[config.mk]
export PLATFORM = sky130hd
export DESIGN_NAME = pix_blitter
export DESIGN_NICKNAME = d
export VERILOG_FILES = /design/src/blit_pkg.sv /design/src/pix_blitter.sv /design/src/pix_buffer.sv /design/src/pix_alu.sv
export VERILOG_INCLUDE_DIRS = /design/src
export SDC_FILE = /design/constraint.sdc
export NUM_CORES = 2
export LEC_CHECK = 0
export BUFFER_PORTS_ARGS = -buffer_cell sky130_fd_sc_hd__buf_2
export CAP_MARGIN = 20
export CORE_MARGIN = 4
export CORE_UTILIZATION = 40
export DETAILED_ROUTE_END_ITERATION = 16
export SLEW_MARGIN = 20
export SYNTH_ARGS = -nofsm -noshare
export SYNTH_HDL_FRONTEND = slang
export SYNTH_SLANG_ARGS = --single-unit
export TNS_END_PERCENT = 30
[constraint.sdc]
create_clock -name pclk -period 9.7 [get_ports pclk]
set_clock_uncertainty 0.05 [all_clocks]
set_input_delay 1.94 -clock pclk [delete_from_list [all_inputs] [get_ports pclk]]
set_output_delay 1.94 -clock pclk [all_outputs]
set_load 0.005 [all_outputs]
[src/blit_cfg.svh]
// Register map, field positions, reset values and rule summary of the blitter
// What this block does
// - An area fill takes the foreground colour as the source pixel for every destination pixel.
// - In XY mode the destination address holds the Y:X position of the upper-left pixel.
// - The extent register holds the height in its upper 16 bits and the width in its lower 16 bits.
// - The pixel operation field of the control register picks how source and destination combine.
// - After an operation the destination address register has moved and must be reloaded.
// - In linear mode the destination address is the linear address of the first pixel.
// - In linear mode the offset and pitch conversion registers have no effect.
// - The OR operation writes source OR old destination.
// - A block move reads from the source address and works on the array at the destination address.
// - Binary expand turns a 1 bit into the foreground colour and a 0 bit into the background colour.
// - The pixel operation is applied between expanded source pixels and destination pixels.
// - Six source/destination pairs exist: B-XY, B-L, L-L, XY-L, L-XY and XY-XY.
// - With transparency on, a zero source pixel leaves the destination untouched.
// - The pixel operation field sits in control bits 14 down to 10.
`ifndef BLIT_CFG_SVH
`define BLIT_CFG_SVH

// ----------------------------------------------------------------
// Register byte offsets
// ----------------------------------------------------------------
`define OFS_CTRL      12'h000
`define OFS_FG        12'h004
`define OFS_BG        12'h008
`define OFS_SRC_ADDR  12'h00c
`define OFS_DST_ADDR  12'h010
`define OFS_SRC_PITCH 12'h014
`define OFS_DST_PITCH 12'h018
`define OFS_OFFSET    12'h01c
`define OFS_DST_CONV  12'h020
`define OFS_SRC_CONV  12'h024
`define OFS_EXTENT    12'h028
`define OFS_CMD       12'h02c

// ----------------------------------------------------------------
// Field positions
// ----------------------------------------------------------------
`define CTRL_DST_XY   0
`define CTRL_SRC_LO   1
`define CTRL_SRC_HI   2
`define CTRL_TRANSP   5
`define CTRL_OP_LO    10
`define CTRL_OP_HI    14
`define CMD_START     0
`define CMD_KIND      1
`define ST_BUSY       0
`define HALF_HI       31
`define HALF_MID_HI   15
`define HALF_MID_LO   16
`define CONV_HI       4
`define BIT_IDX_HI    4
`define WORD_SHIFT    5

// ----------------------------------------------------------------
// Reset values and constants
// ----------------------------------------------------------------
`define RST_WORD      32'h0000_0000
`define RST_HALF      16'h0000
`define ONE_HALF      16'h0001
`define RST_CONV      5'h00
`define ZERO_PIX      32'h0000_0000
`define ALL_PIX       32'hffff_ffff

`endif

[src/blit_pkg.sv]
// Types shared by the blitter modules
package blit_pkg;
  typedef enum logic [1:0] {src_linear, src_xy, src_binary, src_spare} src_mode_e;
  typedef enum logic [4:0] {
    op_replace, op_and, op_andnot, op_zero, op_ornot, op_xnor, op_notdst, op_nor,
    op_or, op_keep, op_xor, op_srcandnot, op_ones, op_notsrcor, op_nand, op_notsrc,
    op_add, op_adds, op_sub, op_subs, op_max, op_min
  } pix_op_e;
  typedef struct packed {
    logic [31:0] addr;
    logic [31:0] data;
  } wr_beat_s;
endpackage : blit_pkg

[src/pix_blitter.sv]
// Area fill and pixel block move engine with APB registers
//
// The register addresses and register access over APB were chosen for this implementation.
`include "blit_cfg.svh"
module pix_blitter (
  // Clock and reset
  input  wire logic                  pclk,
  input  wire logic                  presetn,
  // APB slave
  input  wire logic                  psel,
  input  wire logic                  penable,
  input  wire logic                  pwrite,
  input  wire logic [11:0]           paddr,
  input  wire logic [31:0]           pwdata,
  output logic [31:0]                prdata,
  output logic                       pready,
  output logic                       pslverr,
  // Pixel memory read port
  output logic                       rd_valid,
  input  wire logic                  rd_ready,
  output logic [31:0]                rd_addr,
  input  wire logic [31:0]           rd_data,
  // Pixel memory write port
  output logic                       wr_valid,
  input  wire logic                  wr_ready,
  output blit_pkg::wr_beat_s         wr_beat,
  // Status
  output logic                       busy
);
  import blit_pkg::*;

  // ----------------------------------------------------------------
  // Registers
  // ----------------------------------------------------------------
  typedef enum logic [1:0] {st_idle, st_src, st_dst, st_put} eng_state_e;

  logic [31:0] ctrl;
  logic [31:0] foreground_colour;
  logic [31:0] background_colour;
  logic [31:0] src_addr;
  logic [31:0] dst_addr;
  logic [31:0] src_pitch;
  logic [31:0] dst_pitch;
  logic [31:0] origin_offset;
  logic [4:0]  destination_pitch_conversion;
  logic [4:0]  src_conv;
  logic [31:0] extent;
  eng_state_e  state;
  logic        is_fill;
  logic        dst_xy;
  src_mode_e   smode;
  logic        transp;
  logic [4:0]  op;
  logic [15:0] width;
  logic [15:0] height;
  logic [15:0] x;
  logic [15:0] y;
  logic [31:0] s_row;
  logic [31:0] d_row;
  logic [31:0] src_pix;
  logic [31:0] dst_pix;
  logic [31:0] result;
  logic [31:0] src_word_addr;
  logic [31:0] src_xy_addr;
  logic [31:0] dst_lin;
  logic        wr_en;
  logic        rd_en;
  logic        start;
  logic        skip;
  logic        in_ready;
  logic        buf_empty;
  logic        last_x;
  logic        last_pix;
  logic        done;
  wr_beat_s    beat_in;

  // APB decode: zero wait states, every transfer answers in its access phase
  assign pready  = 1'b1;
  assign wr_en   = psel && penable && pwrite;
  assign rd_en   = psel && !pwrite;
  assign start   = wr_en && (paddr == `OFS_CMD) && pwdata[`CMD_START] && (state == st_idle);
  assign busy    = (state != st_idle) || !buf_empty;

  // Unmapped or misaligned addresses answer with an error
  always_comb
  begin
    pslverr = 1'b0;
    if (psel && penable && ((paddr > `OFS_CMD) || (paddr[1:0] != 2'b00)))
      pslverr = 1'b1;
  end

  // Read mux; the command offset reads back engine status
  always_comb
  begin
    prdata = `RST_WORD;
    if (rd_en)
    begin
      case (paddr)
        `OFS_CTRL:      prdata = ctrl;
        `OFS_FG:        prdata = foreground_colour;
        `OFS_BG:        prdata = background_colour;
        `OFS_SRC_ADDR:  prdata = src_addr;
        `OFS_DST_ADDR:  prdata = dst_addr;
        `OFS_SRC_PITCH: prdata = src_pitch;
        `OFS_DST_PITCH: prdata = dst_pitch;
        `OFS_OFFSET:    prdata = origin_offset;
        `OFS_DST_CONV:  prdata = {27'h0, destination_pitch_conversion};
        `OFS_SRC_CONV:  prdata = {27'h0, src_conv};
        `OFS_EXTENT:    prdata = extent;
        `OFS_CMD:       prdata = {31'h0, busy};
        default:        prdata = `RST_WORD;
      endcase
    end
  end

  // Software-written setup registers
  always_ff @(posedge pclk or negedge presetn)
  begin
    if (!presetn)
    begin
      ctrl                         <= `RST_WORD;
      foreground_colour            <= `RST_WORD;
      background_colour            <= `RST_WORD;
      src_addr                     <= `RST_WORD;
      src_pitch                    <= `RST_WORD;
      dst_pitch                    <= `RST_WORD;
      origin_offset                <= `RST_WORD;
      destination_pitch_conversion <= `RST_CONV;
      src_conv                     <= `RST_CONV;
      extent                       <= `RST_WORD;
    end
    else if (wr_en)
    begin
      case (paddr)
        `OFS_CTRL:      ctrl <= pwdata;
        `OFS_FG:        foreground_colour <= pwdata;
        `OFS_BG:        background_colour <= pwdata;
        `OFS_SRC_ADDR:  src_addr <= pwdata;
        `OFS_SRC_PITCH: src_pitch <= pwdata;
        `OFS_DST_PITCH: dst_pitch <= pwdata;
        `OFS_OFFSET:    origin_offset <= pwdata;
        `OFS_DST_CONV:  destination_pitch_conversion <= pwdata[`CONV_HI:0];
        `OFS_SRC_CONV:  src_conv <= pwdata[`CONV_HI:0];
        `OFS_EXTENT:    extent <= pwdata;
        default:        ;
      endcase
    end
  end

  // Destination address: software loads it, the engine leaves it advanced
  always_ff @(posedge pclk or negedge presetn)
  begin
    if (!presetn)
      dst_addr <= `RST_WORD;
    else if (done)
      dst_addr <= dst_xy ? {y + d_row[`HALF_HI:`HALF_MID_LO], d_row[`HALF_MID_HI:0]} : d_row + dst_pitch;
    else if (wr_en && (paddr == `OFS_DST_ADDR))
      dst_addr <= pwdata;
  end

  // ----------------------------------------------------------------
  // Operation setup latched at start
  // ----------------------------------------------------------------
  // Latching keeps a control or extent write during a run from bending the run
  always_ff @(posedge pclk or negedge presetn)
  begin
    if (!presetn)
    begin
      is_fill <= 1'b0;
      dst_xy  <= 1'b0;
      smode   <= src_linear;
      transp  <= 1'b0;
      op      <= 5'h00;
      width   <= `RST_HALF;
      height  <= `RST_HALF;
    end
    else if (start)
    begin
      is_fill <= !pwdata[`CMD_KIND];
      dst_xy  <= ctrl[`CTRL_DST_XY];
      smode   <= src_mode_e'(ctrl[`CTRL_SRC_HI:`CTRL_SRC_LO]);
      transp  <= ctrl[`CTRL_TRANSP];
      op      <= ctrl[`CTRL_OP_HI:`CTRL_OP_LO];
      height  <= extent[`HALF_HI:`HALF_MID_LO];
      width   <= extent[`HALF_MID_HI:0];
    end
  end

  // ----------------------------------------------------------------
  // Address generation
  // ----------------------------------------------------------------
  // XY position goes through offset and shift; linear uses the row base only
  assign dst_lin = dst_xy
    ? origin_offset + ({16'h0, d_row[`HALF_HI:`HALF_MID_LO] + y} << destination_pitch_conversion)
      + {16'h0, d_row[`HALF_MID_HI:0] + x}
    : d_row + {16'h0, x};
  assign src_xy_addr = origin_offset
    + ({16'h0, s_row[`HALF_HI:`HALF_MID_LO] + y} << src_conv) + {16'h0, s_row[`HALF_MID_HI:0] + x};
  // Binary sources are bit addressed; the word holding the bit is fetched
  always_comb
  begin
    case (smode)
      src_xy:     src_word_addr = src_xy_addr;
      src_binary: src_word_addr = (s_row + {16'h0, x}) >> `WORD_SHIFT;
      default:    src_word_addr = s_row + {16'h0, x};
    endcase
  end

  assign rd_valid = (state == st_src) || (state == st_dst);
  assign rd_addr  = (state == st_src) ? src_word_addr : dst_lin;

  // ----------------------------------------------------------------
  // Engine
  // ----------------------------------------------------------------
  assign last_x   = (x == width - `ONE_HALF);
  assign last_pix = last_x && (y == height - `ONE_HALF);
  assign skip     = transp && (src_pix == `ZERO_PIX);
  assign done     = (state == st_put) && (skip || in_ready) && last_pix;

  // Sequencer: source read, destination read, then write back
  always_ff @(posedge pclk or negedge presetn)
  begin
    if (!presetn)
      state <= st_idle;
    else
    begin
      case (state)
        st_idle:
          if (start)
            state <= (extent[`HALF_HI:`HALF_MID_LO] == `RST_HALF || extent[`HALF_MID_HI:0] == `RST_HALF)
              ? st_idle : (pwdata[`CMD_KIND] ? st_src : st_dst);
        st_src:
          if (rd_ready)
            state <= st_dst;
        st_dst:
          if (rd_ready)
            state <= st_put;
        st_put:
          if (skip || in_ready)
            state <= last_pix ? st_idle : (is_fill ? st_dst : st_src);
        default:
          state <= st_idle;
      endcase
    end
  end

  // Column and row counters; linear row bases stepped by the pitches, XY row bases held
  always_ff @(posedge pclk or negedge presetn)
  begin
    if (!presetn)
    begin
      x     <= `RST_HALF;
      y     <= `RST_HALF;
      s_row <= `RST_WORD;
      d_row <= `RST_WORD;
    end
    else if (start)
    begin
      x     <= `RST_HALF;
      y     <= `RST_HALF;
      s_row <= src_addr;
      d_row <= dst_addr;
    end
    else if ((state == st_put) && (skip || in_ready))
    begin
      if (last_x)
      begin
        x <= `RST_HALF;
        if (!last_pix)
        begin
          y     <= y + `ONE_HALF;
          s_row <= (smode == src_xy) ? s_row : s_row + src_pitch;
          d_row <= dst_xy ? d_row : d_row + dst_pitch;
        end
        else if (!dst_xy)
          d_row <= d_row + dst_pitch;
      end
      else
        x <= x + `ONE_HALF;
    end
  end

  // Source pixel capture: fill colour, expanded bit or fetched pixel
  always_ff @(posedge pclk or negedge presetn)
  begin
    if (!presetn)
      src_pix <= `ZERO_PIX;
    else if (start)
      src_pix <= foreground_colour;
    else if ((state == st_src) && rd_ready)
    begin
      if (smode == src_binary)
        src_pix <= rd_data[s_row[`BIT_IDX_HI:0] + x[`BIT_IDX_HI:0]]
          ? foreground_colour : background_colour;
      else
        src_pix <= rd_data;
    end
  end

  // Destination pixel capture
  always_ff @(posedge pclk or negedge presetn)
  begin
    if (!presetn)
      dst_pix <= `ZERO_PIX;
    else if ((state == st_dst) && rd_ready)
      dst_pix <= rd_data;
  end

  // Combine; expanded pixels pass the same operation as any source
  pix_alu u_alu (
    .op     (op),
    .src    (src_pix),
    .dst    (dst_pix),
    .result (result)
  );

  assign beat_in.addr = dst_lin;
  assign beat_in.data = result;

  // Writes are posted; the buffer absorbs a memory stall of two beats
  pix_buffer #(
    .WIDTH (64),
    .DEPTH (2)
  ) u_buf (
    .pclk      (pclk),
    .presetn   (presetn),
    .in_valid  ((state == st_put) && !skip),
    .in_ready  (in_ready),
    .in_data   (beat_in),
    .out_valid (wr_valid),
    .out_ready (wr_ready),
    .out_data  (wr_beat),
    .empty     (buf_empty)
  );

  // ----------------------------------------------------------------
  // Checks
  // ----------------------------------------------------------------
  chk_fill_colour : assert property (@(posedge pclk) disable iff (!presetn)
    (state == st_put) && is_fill |-> src_pix == foreground_colour)
    else $error("fill source is not the foreground colour");
  chk_extent_split : assert property (@(posedge pclk) disable iff (!presetn)
    start |=> (height == $past(extent[`HALF_HI:`HALF_MID_LO])) && (width == $past(extent[`HALF_MID_HI:0])))
    else $error("extent halves swapped");
  chk_op_field : assert property (@(posedge pclk) disable iff (!presetn)
    start |=> op == $past(ctrl[`CTRL_OP_HI:`CTRL_OP_LO]))
    else $error("operation not from control bits 14..10");
  chk_linear_start : assert property (@(posedge pclk) disable iff (!presetn)
    (state == st_dst) && !dst_xy && (x == 16'h0000) && (y == 16'h0000) |-> rd_addr == d_row)
    else $error("linear fill does not start at destination address");
  chk_or_result : assert property (@(posedge pclk) disable iff (!presetn)
    (state == st_put) && (op == 5'(op_or)) |-> result == (src_pix | dst_pix))
    else $error("OR result wrong");
  chk_expand_bit : assert property (@(posedge pclk) disable iff (!presetn)
    (state == st_src) && rd_ready && (smode == src_binary) |=>
    (src_pix == foreground_colour) || (src_pix == background_colour))
    else $error("expanded pixel is neither colour");
  chk_transp_skip : assert property (@(posedge pclk) disable iff (!presetn)
    (state == st_put) && transp && (src_pix == `ZERO_PIX) |=> $stable(buf_empty) || buf_empty)
    else $error("zero source pixel was written");
  chk_row_walk : assert property (@(posedge pclk) disable iff (!presetn)
    (state != st_idle) |-> (x < width) && (y < height))
    else $error("walk left the array");
  chk_daddr_moved : assert property (@(posedge pclk) disable iff (!presetn)
    done && !dst_xy |=> dst_addr == $past(d_row) + $past(dst_pitch))
    else $error("destination address not advanced");

  cov_fill : cover property (@(posedge pclk) disable iff (!presetn) done && is_fill);
  cov_expand : cover property (@(posedge pclk) disable iff (!presetn) done && (smode == src_binary));
  cov_stall : cover property (@(posedge pclk) disable iff (!presetn) (state == st_put) && !skip && !in_ready);
endmodule : pix_blitter

[src/pix_buffer.sv]
// Two-entry buffer for write beats towards pixel memory
module pix_buffer #(
  parameter int WIDTH = 64,
  parameter int DEPTH = 2
) (
  // Clock and reset
  input  wire logic             pclk,
  input  wire logic             presetn,
  // Filling side
  input  wire logic             in_valid,
  output logic                  in_ready,
  input  wire logic [WIDTH-1:0] in_data,
  // Draining side
  output logic                  out_valid,
  input  wire logic             out_ready,
  output logic [WIDTH-1:0]      out_data,
  output logic                  empty
);
  localparam int AW = $clog2(DEPTH);
  logic [WIDTH-1:0] store [DEPTH];
  logic [AW-1:0]    wr_ptr;
  logic [AW-1:0]    rd_ptr;
  logic [AW:0]      count;
  logic             push;
  logic             pop;

  // Full stalls the engine, so a memory stall loses no beat
  assign in_ready  = (count != (AW+1)'(DEPTH));
  assign out_valid = (count != '0);
  assign empty     = (count == '0);
  assign push      = in_valid && in_ready;
  assign pop       = out_valid && out_ready;
  assign out_data  = store[rd_ptr];

  // Storage entries
  always_ff @(posedge pclk)
  begin
    if (push)
      store[wr_ptr] <= in_data;
  end

  // Pointers and fill count
  always_ff @(posedge pclk or negedge presetn)
  begin
    if (!presetn)
    begin
      wr_ptr <= '0;
      rd_ptr <= '0;
      count  <= '0;
    end
    else
    begin
      if (push)
        wr_ptr <= (wr_ptr == AW'(DEPTH-1)) ? '0 : wr_ptr + 1'b1;
      if (pop)
        rd_ptr <= (rd_ptr == AW'(DEPTH-1)) ? '0 : rd_ptr + 1'b1;
      count <= count + (AW+1)'(push) - (AW+1)'(pop);
    end
  end

  chk_buf_hold : assert property (@(posedge pclk) disable iff (!presetn)
    out_valid && !out_ready |=> out_valid && $stable(out_data))
    else $error("buffer dropped a stalled beat");
endmodule : pix_buffer

[src/pix_alu.sv]
// Pixel operation between a source and a destination pixel
`include "blit_cfg.svh"
module pix_alu (
  // Operands
  input  wire logic [4:0]  op,
  input  wire logic [31:0] src,
  input  wire logic [31:0] dst,
  // Result
  output logic [31:0]      result
);
  import blit_pkg::*;
  logic [32:0] sum;
  logic [32:0] dif;

  // Saturating forms need the carry and borrow
  assign sum = {1'b0, dst} + {1'b0, src};
  assign dif = {1'b0, dst} - {1'b0, src};

  // Operation select; undefined codes fall back to replace
  always_comb
  begin
    case (pix_op_e'(op))
      op_replace:   result = src;
      op_and:       result = src & dst;
      op_andnot:    result = ~src & dst;
      op_zero:      result = `ZERO_PIX;
      op_ornot:     result = src | ~dst;
      op_xnor:      result = ~(src ^ dst);
      op_notdst:    result = ~dst;
      op_nor:       result = ~(src | dst);
      op_or:        result = src | dst;
      op_keep:      result = dst;
      op_xor:       result = src ^ dst;
      op_srcandnot: result = src & ~dst;
      op_ones:      result = `ALL_PIX;
      op_notsrcor:  result = ~src | dst;
      op_nand:      result = ~(src & dst);
      op_notsrc:    result = ~src;
      op_add:       result = sum[31:0];
      op_adds:      result = sum[32] ? `ALL_PIX : sum[31:0];
      op_sub:       result = dif[31:0];
      op_subs:      result = dif[32] ? `ZERO_PIX : dif[31:0];
      op_max:       result = (src > dst) ? src : dst;
      op_min:       result = (src < dst) ? src : dst;
      default:      result = src;
    endcase
  end
endmodule : pix_alu

### Word level (Yosys, flattened, before mapping)

Memories as Yosys holds them, arrays and structs flattened.
Index checks and enable logic that the tools add are counted.

| storage, ports and cells | value |
|---|---|
| output and inout port bits | 133 |
| RAM bits | 128 |
| bits in registers | 506 |
| memories kept | 1 |

Memory list:

| name | depth | width | read ports | clocked after Yosys merged registers in | write ports | line | source |
|---|---|---|---|---|---|---|---|
| u_buf.store | 2 | 64 | 1 | 0 | 1 | pix_buffer.sv:20 | `logic [WIDTH-1:0] store [DEPTH];` |

| cells by class | value |
|---|---|
| eq/ne operators | 47 |
| mux-type cells | 49 |
| add/subtract/negate cells | 23 |
| reductions and logical operators | 53 |
| order comparisons | 4 |
| bitwise operators | 12 |
| shift-type cells | 2 |

Operators with widths:

| operator | count |
|---|---|
| two-way mux 32 bit | 23 |
| case mux 32 bit (21 select lines) | 1 |
| case mux 32 bit (12 select lines) | 1 |
| NOT 32 bit | 5 |
| adder 32 x 16 -> 32 bit | 4 |
| adder 32 bit | 4 |
| two-way mux 16 bit | 7 |
| bitwise AND 32 bit | 3 |
| OR 32 bit | 3 |
| adder 16 bit | 4 |
| case mux 32 bit (2 select lines) | 1 |
| << shifter 16 x 5 -> 32 bit | 2 |
| equality test 12 x 5 -> 1 bit (second input constant) | 4 |
| equality test 12 x 6 -> 1 bit (second input constant) | 4 |
| equality test 5 x 4 -> 1 bit (second input constant) | 8 |
| adder 32 x 32 -> 33 bit | 1 |
| subtractor 32 x 32 -> 33 bit | 1 |
| adder 16 x 1 -> 16 bit (second input constant) | 2 |
| equality test 16 bit | 2 |
| > comparator 32 bit | 1 |
| zero test 16 bit | 2 |
| zero test 32 bit | 1 |
| less-than comparator 32 bit | 1 |
| subtractor 16 x 1 -> 16 bit (second input constant) | 2 |
| 30 further kinds | 103 |

### Logic depth before layout (Yosys ltp)

| logic depth | value |
|---|---|
| depth after elaboration | 7 |
| depth in mapped cells | 29 |

### Hierarchy

From an unflattened synthesis, not the netlist that was laid out.

| unflattened totals | value |
|---|---|
| cells, all modules | 5,690 |
| area, all modules | 50,810.0 um2 |

By module, submodules not included:

| module | area each (um2) | cells each | times used | seq. area each (um2) |
|---|---|---|---|---|
| pix_blitter | 37,440.9 | 4,128 | 1 | 12,562.0 |
| pix_alu | 8,341.8 | 1,345 | 1 | 0.0 |
| pix_buffer | 5,027.3 | 217 | 1 | 3,943.8 |

### Least setup slack after synthesis

OpenSTA, ideal clock, no wires.

| timing path | value |
|---|---|
| path kind | register -> output |
| start | register y[0] |
| end | output rd_addr[31] |
| required time | 7.710 ns |
| buffers on the path | 0 |
| stages on the path, launching flop included | 28 |
| arrival time | 6.269 ns |
| path slack | 1.441 ns |
| path through | dfrtp_1 > ha_1 > fa_1 > a21oi_1 > o221ai_1 > a2111oi_0 > nor2_1 > xor2_1 > mux2_2 > mux2_2 > nor2_1 > a21oi_1 > mux2_2 > and2_1 > fa_1 > ha_1 > and4_1 > nor3b_1 > o311ai_0 > nand3_1 > a31oi_1 > a21oi_1 > a211o_1 > a21oi_1 > xnor2_1 > xnor2_1 > o21ai_0 > o21a_1 |

| on the way | value |
|---|---|
| longest elaborated chain between the ends | 6 |

Ends and longest elaborated chain:

| element | line | source |
|---|---|---|
| start, declared | pix_blitter.sv:57 | `logic [15:0] y;` |
| start signal, assigned | pix_blitter.sv:253 | `` y <= `RST_HALF; `` |
| start signal, assigned | pix_blitter.sv:260 | `` y <= `RST_HALF; `` |
| start signal, assigned | pix_blitter.sv:271 | `` y <= y + `ONE_HALF; `` |
| adder 16 bit | pix_blitter.sv:194 | `` ? origin_offset + ({16'h0, d_row[`HALF_HI:`HALF_MID_LO] + y} << destination_pitch_conversion) `` |
| << shifter 16 x 5 -> 32 bit | pix_blitter.sv:194 |  |
| adder 32 bit | pix_blitter.sv:194 |  |
| adder 32 x 16 -> 32 bit | pix_blitter.sv:194 |  |
| two-way mux 32 bit | pix_blitter.sv:193 | `assign dst_lin = dst_xy` |
| named net dst_lin[31] | pix_blitter.sv:65 | `logic [31:0] dst_lin;` |
| two-way mux 32 bit | pix_blitter.sv:210 | `assign rd_addr = (state == st_src) ? src_word_addr : dst_lin;` |
| end, declared | pix_blitter.sv:21 | `output logic [31:0] rd_addr,` |

The timed path passes the listed nets, and every way through them passes these cells.

### Worst setup path in the final report

| timing path | value |
|---|---|
| start | register y[6] |
| end | output rd_addr[21] |

| on the way | value |
|---|---|
| longest elaborated chain between the ends | 6 |

Ends and longest elaborated chain:

| element | line |
|---|---|
| adder 16 bit, on equally long branches | pix_blitter.sv:198, pix_blitter.sv:194 |
| << shifter 16 x 5 -> 32 bit, on equally long branches | pix_blitter.sv:198, pix_blitter.sv:194 |
| adder 32 bit, on equally long branches | pix_blitter.sv:197, pix_blitter.sv:194 |
| adder 32 x 16 -> 32 bit, on equally long branches | pix_blitter.sv:197, pix_blitter.sv:194 |
| case mux 32 bit (2 select lines) or two-way mux 32 bit (tied branches) | pix_blitter.sv:202, pix_blitter.sv:193 |
| two-way mux 32 bit (*) | pix_blitter.sv:210 |

Mark *: on every way between the ends. The rest lies on a longest branch, timed or not.

==> results.toml <==
[critical_path]
cp.required_ns = 7.71
path_class = "reg -> out"
largest_driver_fanout_on_the_critical_path = 10
crit_path_max_incr_delay_ns = 0.48
timing.critical_path.from_type = "register"
setup.worst_path.end_class = "output pin"
cp_slowest_cell = "sky130_fd_sc_hd__dfrtp_2"
crit_arrival_ns = 7.41

[sta]
final-setup-viol-count = 0
fmax_mhz = 106
min_period_ns = 9.40
share_of_the_clock_period_used_by_the_worst_path_after_layout = 0.969
slew_headroom = 0.181
tightestPinTransition_ns = 1.22
report.final.hold_viol_count = 0
final-max-slew-violation-count = 0

[clock_tree]
clk_pin_slew_ns = 0.07
root_buffer = "sky130_fd_sc_hd__clkbuf_16"
postCtsHoldBufs = 0
numCtsBuffers = 77
clk_latency_ns = 0.69
tritoncts = "done"
h-tree-depth = 3
cts.sink_count = 634
cts.path.max_buffers = 3

[worst_hold_path]
timing.hold.worst.class = "reg -> reg"

[synthesis]
yosysUniqueCellTypes = 91
syn_avg_cell_area_um2 = 8.74
ys.flop_type = "sky130_fd_sc_hd__dfrtp_1"
count_of_flip_flops_with_a_built_in_enable_after_synthesis = 128
yosys_warnings = 0
synth_seq_area_share = 0.322
async_reset_ff_frac = 0.798
synth.cell_area_mm2 = 0.0513
postSynthRegisterBits = 634
post_synth_inst_count = 5869
post_synth_net_total = 6348

[placement]
io_buffers = 214
place_congestion = 1.01
placedCellCount = 7505
hpwlAfterDp_um = 168000

[pwr]
seq_power_share = 0.293
power_frac_clock = 0.244
fin_total_pwr_mw = 12.1
p_leak_nw = 25.3
power_density_mw_per_mm2 = 213
switching_power_mw = 5.35
ir_worst_vdd_uv = 165
cellInternalPower_mw = 6.79
sw_frac_of_total = 0.441
combPwrFrac = 0.463

[finish]
final_cell_mix = "602 x sky130_fd_sc_hd__nor2_1, 556 x sky130_fd_sc_hd__a21oi_1, 498 x sky130_fd_sc_hd__dfrtp_1"
final_cell_count_no_fill = 7657
final_nets = 6409
layout-drive-gt1-share = 0.165
flow.area_growth_from_synthesis_pct = 11.2
final_common_cell = "sky130_fd_sc_hd__nor2_1"

[grt]
grt_pass1_wl_um = 324000
globalRouteTotalUtil = 0.321
grt_antenna_before_repair = 21
grt-ovfl-total = 0
grt_max_degree = 155
grt_pass1_vias = 46425

[job]
maxCapViolations = 0

[routing]
vias_per_cell = 6.41
detailedRoute.firstPassIterationCount = 11
route.vias.total = 49066
detail_route.drc_violations = 0
drt_iter0_drc = 6173
total_routed_length_um = 224000
wl_per_cell_um = 29.3
ant_nets = 0

[die]
initial_util = 0.402
die_area_mm2 = 0.134
ios = 216
dieHeight_um = 366
core_mm2 = 0.128
die_x_extent_um = 366
std_cell_rows = 131

[run_status]
outcome = "completed"
## area by class of cell
type / instances / area, um^2
diodes: 5 / 12.5
clock buffers: 106 / 2220
clock inverters: 33 / 334
fillers: 12470 / 70400
inverters: 207 / 777
multi-input cells: 4675 / 33100
flip-flops and latches: 634 / 16500
well taps: 1662 / 2080
repair buffers: 335 / 2030
## power groups by stage
stage	registers (mW)	logic [mW]	clock network, mW
after floorplan	3.39	3.69	0
after global placement	3.57	5.39	0
after detailed placement	3.58	5.49	0
after CTS	3.53	5.51	3.00
after global routing	3.58	6.10	3.11
final	3.56	5.62	2.96
## state kept, by name, indices dropped and copies added, names as in the netlist, 5 cells and up
name	cells
dst_pix	32
u_buf.store	128
extent	32
width	16
s_row	32
ctrl	32
destination_pitch_conversion	5
op	5
dst_pitch	32
height	16
background_colour	32
x	16
origin_offset	32
src_pitch	32
src_conv	5
foreground_colour	32
src_addr	32
dst_addr	32
y	16
src_pix	32
d_row	32
## kinds of logic after synthesis
logic type                 Yosys count  synth area share
AOI/OAI and AO/OA                 1861             0.233
and+or+nand+nor                   1665             0.148
DFF                                634             0.322
buffers and inverters              560            0.0413
muxes                              484             0.107
adders and majority gates          396             0.103
xor gates and xnor gates           268            0.0457
other                                1         0.0000731
## metal layers
| metal | GRT usage | share of wire | vias up | wire length [um] |
|---|---|---|---|---|
| met1 | 0.418 | 0.40 | 24067 | 89600 |
| li1 | - | - | 21833 | - |
| met5 | 0 | 0 | - | 0 |
| met3 | 0.0534 | 0.086 | 593 | 19300 |
| met2 | 0.495 | 0.44 | 2573 | 97600 |
| met4 | 0.207 | 0.078 | 0 | 17500 |
## through the flow
stage	setup WS (ns)	instance area, um^2	hold slack [ns]	util	setup TNS, ns
floorplan	1.44	51300	0.381	-	0
global placement	0.388	54200	0.400	0.425	0
detailed placement	0.263	54200	0.408	0.425	0
CTS	-0.0344	56800	0.421	0.446	-0.0344
global route	-0.0133	57100	0.448	0.448	-0.0178
finish	0.305	57100	0.436	0.448	0
## what timing repair did
| action | in CTS | in global routing |
|---|---|---|
| cloned | 0 | 0 |
| pin swaps | 1 | 6 |
| gates resized for setup | 11 | 47 |
| endpoints found under the setup margin | 8 | 16 |
| hold endpoints to repair | 0 | 0 |
| setup buffers | 0 | 7 |
## cells in the mapped netlist (all sizes together) (68+ instances only)
| cell type | number | area share |
|---|---|---|
| inv | 205 | 0.015 |
| nand2 | 469 | 0.034 |
| nor2 | 613 | 0.045 |
| a21o | 117 | 0.017 |
| mux2i | 80 | 0.016 |
| a211oi | 75 | 0.011 |
| edfxtp | 128 | 0.075 |
| nand3 | 99 | 0.0097 |
| and3 | 68 | 0.0083 |
| mux2 | 393 | 0.086 |
| a21oi | 563 | 0.055 |
| xor2 | 99 | 0.017 |
| ha | 354 | 0.086 |
| dfrtp | 506 | 0.25 |
| clkbuf | 303 | 0.022 |
| nor3 | 107 | 0.010 |
| xnor2 | 169 | 0.029 |
| a22oi | 81 | 0.012 |
| o22ai | 78 | 0.0095 |
| o21ai | 393 | 0.038 |
## worst max-delay path: cells and delay by family (launching register included)
kind / cells / cell delay (ns)
AO/OA/AOI/OAI: 14 / 3.24
multiplexers: 5 / 1.26
adder cells (fa/ha/maj): 3 / 1.22
flip-flops: 1 / 0.48
XOR/XNOR: 2 / 0.25
AND/OR/NAND/NOR: 2 / 0.15
buffers and inverters: 1 / 0.12
## path summary, 6_finish.rpt
kind / start / endpoint / slack (ns) / depth (start not counted)
worst max-delay path: y[6] / rd_addr[21] / 0.30 / 27
worst max register to register: src_pix[12] / u_buf.store[1][21] / 2.47 / 15
min in group asynchronous: presetn / y[12] / 1.14 / 1
worst min-delay path: transp / transp / 0.44 / 2
worst min register to register: transp / transp / 0.44 / 2
max in group asynchronous: presetn / extent[18] / 6.27 / 3
No activity file was read; power rests on OpenSTA's default activity.
